## config.mk

```make
export PLATFORM = sky130hd
export DESIGN_NAME = dio_ports
export DESIGN_NICKNAME = d
export VERILOG_FILES = /design/src/logic/dio_pkg.sv /design/src/logic/dio_ports.sv
export VERILOG_INCLUDE_DIRS = /design/src /design/src/logic
export SDC_FILE = /design/constraint.sdc
export NUM_CORES = 1
export LEC_CHECK = 0
export ABC_AREA = 1
export BUFFER_PORTS_ARGS = -buffer_cell sky130_fd_sc_hd__buf_2
export CAP_MARGIN = 20
export CORE_UTILIZATION = 54
export CTS_BUF_LIST = sky130_fd_sc_hd__clkbuf_16
export DETAILED_ROUTE_END_ITERATION = 10
export GPL_ROUTABILITY_DRIVEN = 0
export PLACE_DENSITY = 0.81
export SLEW_MARGIN = 20
export SYNTH_ARGS = -nofsm -noshare
export SYNTH_HDL_FRONTEND = slang
export SYNTH_SLANG_ARGS = --single-unit
export TNS_END_PERCENT = 100
```

## constraint.sdc

```tcl
create_clock -name clk_sys -period 4.55 [get_ports clk_sys]
set_clock_uncertainty 0.2 [all_clocks]
set_input_delay 0.2275 -clock clk_sys [delete_from_list [all_inputs] [get_ports clk_sys]]
set_output_delay 0.2275 -clock clk_sys [all_outputs]
set_load 0.01 [all_outputs]
```

## src/logic/dio_map.svh

```systemverilog
// register indices, field positions and reset values of the i/o ports
`ifndef DIO_MAP_SVH
`define DIO_MAP_SVH
`define DIO_IDX_B_DATA  8'h06
`define DIO_IDX_B_DIR   8'h86
`define DIO_IDX_OPTION  8'h81
`define DIO_IDX_C_DATA  8'h07
`define DIO_IDX_C_DIR   8'h87
`define DIO_PU_BIT      7
`define DIO_B_IRQ_BIT   0
`define DIO_B_SS_BIT    1
`define DIO_B_AN_BIT    2
`define DIO_DIR_RST     8'hFF
`define DIO_LAT_POR     8'h00
`define DIO_PU_N_RST    1'b1
`define DIO_ZERO8       8'h00
`define DIO_ONES8       8'hFF
`endif

```

## src/logic/dio_pkg.sv

```systemverilog
// types shared by the dual i/o port logic
package dio_pkg;
  typedef enum logic [2:0] {
    DIO_SEL_NONE,
    DIO_SEL_B_DATA,
    DIO_SEL_B_DIR,
    DIO_SEL_OPTION,
    DIO_SEL_C_DATA,
    DIO_SEL_C_DIR
  } dio_sel_t;

  typedef struct packed {
    logic [7:0] b_lat;
    logic [7:0] b_dir;
    logic [7:0] c_lat;
    logic [7:0] c_dir;
    logic       pu_n;
    logic [7:0] b_s1;
    logic [7:0] b_s2;
    logic [7:0] c_s1;
    logic [7:0] c_s2;
    logic [7:0] b_o;
    logic [7:0] b_oe;
    logic [7:0] b_pu;
    logic [7:0] c_o;
    logic [7:0] c_oe;
    logic [7:0] c_in;
    logic       irq_lvl;
    logic       ss_lvl;
    logic       pready;
    logic       pslverr;
    logic [7:0] prdata;
  } dio_state_t;
endpackage : dio_pkg

```

## src/logic/dio_ports.sv

```systemverilog
// two 8-bit general purpose i/o ports behind an apb slave
//
// Functional notes
// second port eight bits with direction register
// direction bit one makes pin input
// direction bit zero drives latch onto pin
// option bit seven low enables all pull-ups
// output pins never get a pull-up
// pull-ups off after reset
// second port bit 0 feeds external interrupt
// second port bit 1 feeds slave select
// second port bit 2 is analog channel 8
// third port bit 0 timer osc/clock
// third port bit 1 timer osc or ccu2
// third port bit 2 gpio or ccu1
// third port bit 3 serial clock
// third port bit 4 serial data in/sda
// third port bit 5 serial data out
// third port bit 6 usart tx/clock
// third port bit 7 usart rx/data
// third port direction resets to all ones
// third port latch kept on non-power-on reset
// writes hit latch, reads return pin levels
//
// Local design decision: the APB register port.
`timescale 1ns/1ps
`include "dio_map.svh"

module dio_ports
  import dio_pkg::*;
#(
  parameter int AW = 12
) (
  // clock and reset
  input  wire logic          clk_sys,
  input  wire logic          srst,
  input  wire logic          por_reset,
  // apb slave
  input  wire logic          psel,
  input  wire logic          penable,
  input  wire logic          pwrite,
  input  wire logic [AW-1:0] paddr,
  input  wire logic [31:0]   pwdata,
  input  wire logic [3:0]    pstrb,
  output logic      [31:0]   prdata,
  output logic               pready,
  output logic               pslverr,
  // second port pins
  input  wire logic [7:0]    pins_b_i,
  output logic      [7:0]    pins_b_o,
  output logic      [7:0]    pins_b_oe,
  output logic      [7:0]    pins_b_pu,
  // second port shared functions
  input  wire logic          analog_ch8_en,
  output logic               ext_irq_level,
  output logic               slave_select_level,
  // third port pins
  input  wire logic [7:0]    pins_c_i,
  output logic      [7:0]    pins_c_o,
  output logic      [7:0]    pins_c_oe,
  // third port peripheral overrides
  input  wire logic [7:0]    alt_c_en,
  input  wire logic [7:0]    alt_c_o,
  input  wire logic [7:0]    alt_c_oe,
  output logic      [7:0]    alt_c_in
);

  dio_state_t st_reg;
  dio_state_t st_next;
  dio_sel_t   sel;
  logic       setup;
  logic       access;
  logic [7:0] b_view;
  logic [7:0] keep_b;
  logic [7:0] keep_c;

  function automatic logic idx_hit(input logic [AW-1:0] a,
                                   input logic [7:0]    idx);
    logic [AW-1:0] byte_addr;
    byte_addr = AW'({idx, 2'b00});
    return a == byte_addr;
  endfunction : idx_hit

  function automatic dio_sel_t dio_decode(input logic [AW-1:0] a);
    dio_sel_t s;
    s = DIO_SEL_NONE;
    if (idx_hit(a, `DIO_IDX_B_DATA)) begin
      s = DIO_SEL_B_DATA;
    end
    if (idx_hit(a, `DIO_IDX_B_DIR)) begin
      s = DIO_SEL_B_DIR;
    end
    if (idx_hit(a, `DIO_IDX_OPTION)) begin
      s = DIO_SEL_OPTION;
    end
    if (idx_hit(a, `DIO_IDX_C_DATA)) begin
      s = DIO_SEL_C_DATA;
    end
    if (idx_hit(a, `DIO_IDX_C_DIR)) begin
      s = DIO_SEL_C_DIR;
    end
    return s;
  endfunction : dio_decode

  always_comb begin
    st_next = st_reg;
    sel     = dio_decode(paddr);
    setup   = psel && !penable;
    access  = psel && penable && st_reg.pready;
    keep_b  = st_reg.b_lat;
    keep_c  = st_reg.c_lat;

    // two-stage pin synchronisers
    st_next.b_s1 = pins_b_i;
    st_next.b_s2 = st_reg.b_s1;
    st_next.c_s1 = pins_c_i;
    st_next.c_s2 = st_reg.c_s1;

    // analog channel blanks the digital read of its pin
    b_view = st_reg.b_s2;
    if (analog_ch8_en) begin
      b_view[`DIO_B_AN_BIT] = 1'b0;
    end

    // register writes at the access edge
    if (access && pwrite && pstrb[0]) begin
      unique case (sel)
        DIO_SEL_B_DATA: st_next.b_lat = pwdata[7:0];
        DIO_SEL_B_DIR:  st_next.b_dir = pwdata[7:0];
        DIO_SEL_OPTION: st_next.pu_n  = pwdata[`DIO_PU_BIT];
        DIO_SEL_C_DATA: st_next.c_lat = pwdata[7:0];
        DIO_SEL_C_DIR:  st_next.c_dir = pwdata[7:0];
        DIO_SEL_NONE:   st_next.pslverr = 1'b1;
      endcase
    end

    // answer prepared in setup, shown in the first access cycle
    st_next.pready  = setup;
    st_next.pslverr = setup && (sel == DIO_SEL_NONE);
    st_next.prdata  = `DIO_ZERO8;
    if (setup && !pwrite) begin
      unique case (sel)
        DIO_SEL_B_DATA: st_next.prdata = b_view;
        DIO_SEL_B_DIR:  st_next.prdata = st_reg.b_dir;
        DIO_SEL_OPTION: begin
          st_next.prdata[`DIO_PU_BIT] = st_reg.pu_n;
        end
        DIO_SEL_C_DATA: st_next.prdata = st_reg.c_s2;
        DIO_SEL_C_DIR:  st_next.prdata = st_reg.c_dir;
        DIO_SEL_NONE:   st_next.prdata = `DIO_ZERO8;
      endcase
    end

    // second port drivers: one is input, zero drives the latch
    st_next.b_o  = st_next.b_lat;
    st_next.b_oe = ~st_next.b_dir;
    if (analog_ch8_en) begin
      st_next.b_oe[`DIO_B_AN_BIT] = 1'b0;
    end
    // shared enable, masked to input pins only
    st_next.b_pu = st_next.pu_n ? `DIO_ZERO8 : st_next.b_dir;

    // shared input functions of the second port
    st_next.irq_lvl = st_reg.b_s2[`DIO_B_IRQ_BIT];
    st_next.ss_lvl  = st_reg.b_s2[`DIO_B_SS_BIT];

    // third port: a peripheral takes a pin while its enable is high
    // bit0 timer osc out/clk in, bit1 timer osc in/ccu2,
    // bit2 ccu1, bit3 serial clock, bit4 serial data in/sda,
    // bit5 serial data out, bit6 usart tx/clk, bit7 usart rx/data
    for (int i = 0; i < 8; i++) begin
      if (alt_c_en[i]) begin
        st_next.c_o[i]  = alt_c_o[i];
        st_next.c_oe[i] = alt_c_oe[i];
      end else begin
        st_next.c_o[i]  = st_next.c_lat[i];
        st_next.c_oe[i] = ~st_next.c_dir[i];
      end
    end
    st_next.c_in = st_reg.c_s2;

    if (srst) begin
      if (por_reset) begin
        keep_b = `DIO_LAT_POR;
        keep_c = `DIO_LAT_POR;
      end
      st_next       = '0;
      st_next.b_dir = `DIO_DIR_RST;
      st_next.c_dir = `DIO_DIR_RST;
      st_next.pu_n  = `DIO_PU_N_RST;
      st_next.b_lat = keep_b;
      st_next.c_lat = keep_c;
    end
  end

  always_ff @(posedge clk_sys) begin
    st_reg <= st_next;
  end

  assign prdata             = {24'h000000, st_reg.prdata};
  assign pready             = st_reg.pready;
  assign pslverr            = st_reg.pslverr;
  assign pins_b_o           = st_reg.b_o;
  assign pins_b_oe          = st_reg.b_oe;
  assign pins_b_pu          = st_reg.b_pu;
  assign ext_irq_level      = st_reg.irq_lvl;
  assign slave_select_level = st_reg.ss_lvl;
  assign pins_c_o           = st_reg.c_o;
  assign pins_c_oe          = st_reg.c_oe;
  assign alt_c_in           = st_reg.c_in;

  // checks
  logic wr_b_dir;
  logic wr_b_dat;
  logic wr_c_dir;
  logic rd_c_set;
  assign wr_b_dir = access && pwrite && pstrb[0] &&
                    idx_hit(paddr, `DIO_IDX_B_DIR);
  assign wr_b_dat = access && pwrite && pstrb[0] &&
                    idx_hit(paddr, `DIO_IDX_B_DATA);
  assign wr_c_dir = access && pwrite && pstrb[0] &&
                    idx_hit(paddr, `DIO_IDX_C_DIR) && alt_c_en == 8'h00;
  assign rd_c_set = setup && !pwrite && idx_hit(paddr, `DIO_IDX_C_DATA);

  a_b_dir_hiz: assert property (
    @(posedge clk_sys) disable iff (srst)
    wr_b_dir && !analog_ch8_en |=>
      pins_b_oe == ~$past(pwdata[7:0]))
    else $error("second port enable does not follow direction");

  a_b_drive_latch: assert property (
    @(posedge clk_sys) disable iff (srst)
    wr_b_dat |=> pins_b_o == $past(pwdata[7:0]))
    else $error("second port latch not driven");

  a_c_dir_hiz: assert property (
    @(posedge clk_sys) disable iff (srst)
    wr_c_dir |=>
      pins_c_oe == ~$past(pwdata[7:0]))
    else $error("third port enable does not follow direction");

  a_pu_shared: assert property (
    @(posedge clk_sys) disable iff (srst)
    pins_b_pu != 8'h00 |-> (pins_b_pu | pins_b_oe) == `DIO_ONES8 ||
      analog_ch8_en)
    else $error("pull-ups not applied to all inputs");

  a_pu_outputs: assert property (
    @(posedge clk_sys) disable iff (srst)
    (pins_b_pu & pins_b_oe) == 8'h00)
    else $error("pull-up active on an output pin");

  a_pu_after_rst: assert property (
    @(posedge clk_sys) disable iff (srst)
    $fell(srst) |-> (pins_b_pu == 8'h00) [*2])
    else $error("pull-ups enabled after reset");

  a_irq_follow: assert property (
    @(posedge clk_sys) disable iff (srst)
    (pins_b_i[0] && !srst) [*4] |-> ext_irq_level)
    else $error("interrupt level does not follow pin");

  a_ss_follow: assert property (
    @(posedge clk_sys) disable iff (srst)
    (!pins_b_i[1] && !srst) [*4] |-> !slave_select_level)
    else $error("slave select does not follow pin");

  a_c_dir_reset: assert property (
    @(posedge clk_sys) disable iff (srst)
    $fell(srst) |-> st_reg.c_dir == `DIO_DIR_RST)
    else $error("third port direction not all inputs");

  a_c_lat_keep: assert property (
    @(posedge clk_sys) disable iff (srst)
    $fell(srst) && !$past(por_reset) && $past(srst, 2) |->
      st_reg.c_lat == $past(st_reg.c_lat))
    else $error("third port latch lost on reset");

  a_c_read_pins: assert property (
    @(posedge clk_sys) disable iff (srst)
    rd_c_set |=> pready && prdata[7:0] == $past(st_reg.c_s2))
    else $error("third port read is not the pin level");

  a_unmapped_err: assert property (
    @(posedge clk_sys) disable iff (srst)
    setup && dio_decode(paddr) == DIO_SEL_NONE |=>
      pready && pslverr && prdata == 32'h00000000)
    else $error("unmapped address not refused");

  // bus timing
  a_pready_pulse: assert property (
    @(posedge clk_sys) disable iff (srst)
    !srst |=> pready == $past(setup))
    else $error("ready not one cycle after setup");

  // reset values
  a_b_dir_reset: assert property (
    @(posedge clk_sys) disable iff (srst)
    $fell(srst) |-> st_reg.b_dir == `DIO_DIR_RST && st_reg.pu_n)
    else $error("second port not inputs without pull-ups after reset");

  a_c_lat_por: assert property (
    @(posedge clk_sys) disable iff (srst)
    $fell(srst) && $past(por_reset) |-> st_reg.c_lat == `DIO_LAT_POR)
    else $error("third port latch not cleared on power-on");

  // analog channel
  a_an_driver_off: assert property (
    @(posedge clk_sys) disable iff (srst)
    analog_ch8_en |=> !pins_b_oe[`DIO_B_AN_BIT])
    else $error("analog pin still driven");

  a_an_read_zero: assert property (
    @(posedge clk_sys) disable iff (srst)
    setup && !pwrite && analog_ch8_en && sel == DIO_SEL_B_DATA |=>
      !prdata[`DIO_B_AN_BIT])
    else $error("analog pin read as a digital level");

  // third port peripheral takeover
  a_c_alt_out: assert property (
    @(posedge clk_sys) disable iff (srst)
    !srst |=> ((pins_c_o ^ $past(alt_c_o)) & $past(alt_c_en)) == 8'h00)
    else $error("peripheral does not drive its pin value");

  a_c_alt_oe: assert property (
    @(posedge clk_sys) disable iff (srst)
    !srst |=> ((pins_c_oe ^ $past(alt_c_oe)) & $past(alt_c_en)) == 8'h00)
    else $error("peripheral does not own its pin enable");

  a_c_alt_in: assert property (
    @(posedge clk_sys) disable iff (srst)
    (!srst) [*4] |-> alt_c_in == $past(pins_c_i, 3))
    else $error("peripheral input does not follow its pin");

  c_pullups_on: cover property (
    @(posedge clk_sys) disable iff (srst) pins_b_pu != 8'h00);
  c_alt_drive: cover property (
    @(posedge clk_sys) disable iff (srst) alt_c_en != 8'h00 ##1
    pins_c_oe != 8'h00);
  c_write_dir: cover property (
    @(posedge clk_sys) disable iff (srst) wr_b_dir);
  c_read_c: cover property (
    @(posedge clk_sys) disable iff (srst) rd_c_set);
  c_an_read: cover property (
    @(posedge clk_sys) disable iff (srst)
    setup && !pwrite && analog_ch8_en && sel == DIO_SEL_B_DATA);

endmodule : dio_ports

```

==> impl_metrics.json <==
{
  "synth_edf_count": 16,
  "p_leak_nw": 3.60,
  "clock-sinks": 125,
  "syn_to_final_growth_pct": 25.2,
  "core_area_um2": 9370,
  "async_flop_share_pct": 0,
  "cts_setup_buffers": 0,
  "wirelength_um": 11900,
  "synthTopCellsByArea": "dfxtp_1 41%, buf_4 11%, edfxtp_1 9.1%",
  "grt-ovfl-total": 0,
  "yosysSeqAreaShare_pct": 50.3,
  "cts_resized": 0,
  "largest_reg_flops": 58,
  "final_common_cell": "buf_2",
  "grt_pass1_vias": 4123,
  "place.detailed.hpwl_um": 7530,
  "status": "finished, final reports clean",
  "cts_buffer_depth": 2,
  "synth_cells": 650,
  "drtIter0Drc": 320,
  "mostFrequentLayoutCells": "126 x buf_2, 111 x inv_1, 109 x dfxtp_1",
  "hold_buffers": 50,
  "critPathArrivalTime_ps": 2610,
  "yosys.area.top_type_share_pct": 41.2,
  "cts_tree": "built",
  "netlist_area_um2": 5300,
  "finalCriticalPeriod_ps": 2510,
  "critPathKind": "input port to register",
  "wl_per_cell_um": 13.0,
  "ir_drop_mv": 0.258,
  "grt_start_max_net_pins": 68,
  "io_pins": 179,
  "die_area_um2": 10200,
  "dp.cells": 836,
  "clock_latency_ps": 400,
  "whs_path_depth": 3,
  "p_per_area_nw_per_um2": 416,
  "clk_pin_slew_worst_paths_ps": 60,
  "crit_fanout": 9,
  "cts_made_buffers": 17,
  "setup-tns-final_ps": 0,
  "antenna_cells": 0,
  "slew_headroom_pct": 56.9,
  "antenna_found_initial": 0,
  "fill_cells": 692,
  "max_freq_mhz": 398,
  "die_h_um": 101,
  "cts_max_level": 4,
  "avgViaCountPerCell": 4.63,
  "slew_violations": 0,
  "stdcell_area_um2": 6630,
  "cts-root-buf": "clkbuf_16",
  "reg2reg_depth": 8,
  "worstPathRequired_ps": 4650,
  "maxCapViolCount": 0,
  "worst_slew_pin_slew_ps": 647,
  "ys.flop_type": "dfxtp_1",
  "yosysTopAreaCell": "dfxtp_1",
  "seq_area_um2": 2660,
  "drc": 0,
  "post_dp_cell_area_um2": 5510,
  "finalHoldViolCount": 0,
  "num_rows": 35,
  "drtPass1Iterations": 5,
  "die_w_um": 101,
  "drtAntennaViolNets": 0,
  "fin_crit_sh_pct": 55.2,
  "crit_path_start_kind": "input port",
  "yosysUniqueCellTypes": 29,
  "yosys_warnings": 0,
  "postSynthAreaPerCell_um2": 8.15,
  "multiInputGateArea_um2": 1590,
  "track_usage_pct": 24.6,
  "hold_path.class": "input port to register",
  "grt_pass1_wl_um": 19000,
  "drive_above_1_share_pct": 25.6,
  "io_buffers": 127,
  "nNetsFinal": 871,
  "initial_core_util_pct": 56.5,
  "num_vias": 4251,
  "ys_seq_elements": 125,
  "setup_violations": 0,
  "grt_setup_unrepaired": "false",
  "end_kind": "register",
  "final_cells": 918
}
-- synth_stat cells (2+ instances only) --
master,instances
inv_1,110
o21ai_0,10
nor2_4,4
clkbuf_1,6
buf_4,80
buf_6,2
o21ai_2,8
nand3_1,50
buf_1,3
nand2_4,2
nand2_2,3
edfxtp_1,16
a21oi_1,24
nand3_4,4
nand2_1,92
inv_2,11
buf_2,3
nor2_2,4
nor2_8,3
dfxtp_1,109
nor2_1,98
-- where the power goes --
group	switching (mW)	internal [mW]
combinational	0.109	0.0850
clock	0.517	0.871
sequential	0.0130	1.16
-- worst max-delay path: stages --
cell and delay (ps):
dlygate4sd3_1 530, buf_2 120, inv_1 50, nor2_2 160
nand3_4 170, nor2_4 270, inv_2 150, nand2_1 130
nand3_1 70, nand2_1 80, dlygate4sd3_1 590, inv_1 50
-- kinds of logic after synthesis --
family | synth area share [%]
AOI/OAI and AO/OA | 4.94
buffers and inverters | 21.3
DFF | 50.3
other | 0.0708
and+or+nand+nor | 23.4
-- final cells by class --
type / instances / area share, %
Clock buffer: 17 / 6.42
Clock inverter: 15 / 2.79
Inverter: 122 / 6.91
Multi-Input combinational cell: 332 / 24.0
Sequential cell: 125 / 40.2
Tap cell: 129 / 2.44
Timing Repair Buffer: 178 / 17.3
-- path summary, 6_finish.rpt --
| check | startpoint | endpoint | slack [ps] |
|---|---|---|---|
| worst max-delay path | pwrite | pins_c_o[5]$_SDFF_PP0_ | 2040 |
| worst min-delay path | pwdata[0] | pins_b_pu[0]$_SDFF_PP0_ | 10 |
| worst max register to register | pready$_SDFF_PP0_ | pins_c_o[5]$_SDFF_PP0_ | 2360 |
| worst min register to register | st_reg[88]$_SDFF_PP0_ | b_view[4]$_SDFF_PP0_ | 200 |
-- routing by layer --
metal | up-vias | GRT usage, % | share of wire [%]
met4 | 0 | 11.7 | 3.8
met1 | 1869 | 28.5 | 39
li1 | 2112 | - | -
met3 | 50 | 6.52 | 7.2
met2 | 220 | 42.3 | 50
met5 | - | 0 | 0
-- per-stage QoR --
step           utilization [%]  hold slack [ps]  total power [mW]  setup slack, ps
6_report                  70.7             12.0              2.75             2040
4_1_cts                   70.7             1.75              2.76             2200
5_1_grt                   70.7             24.7              2.84             1870
3_3_place_gp              58.8              189              1.34             2280
2_1_floorplan                -             99.9              1.31             2940
3_5_place_dp              58.8              192              1.35             2240
(Power assumes the default switching activity.)
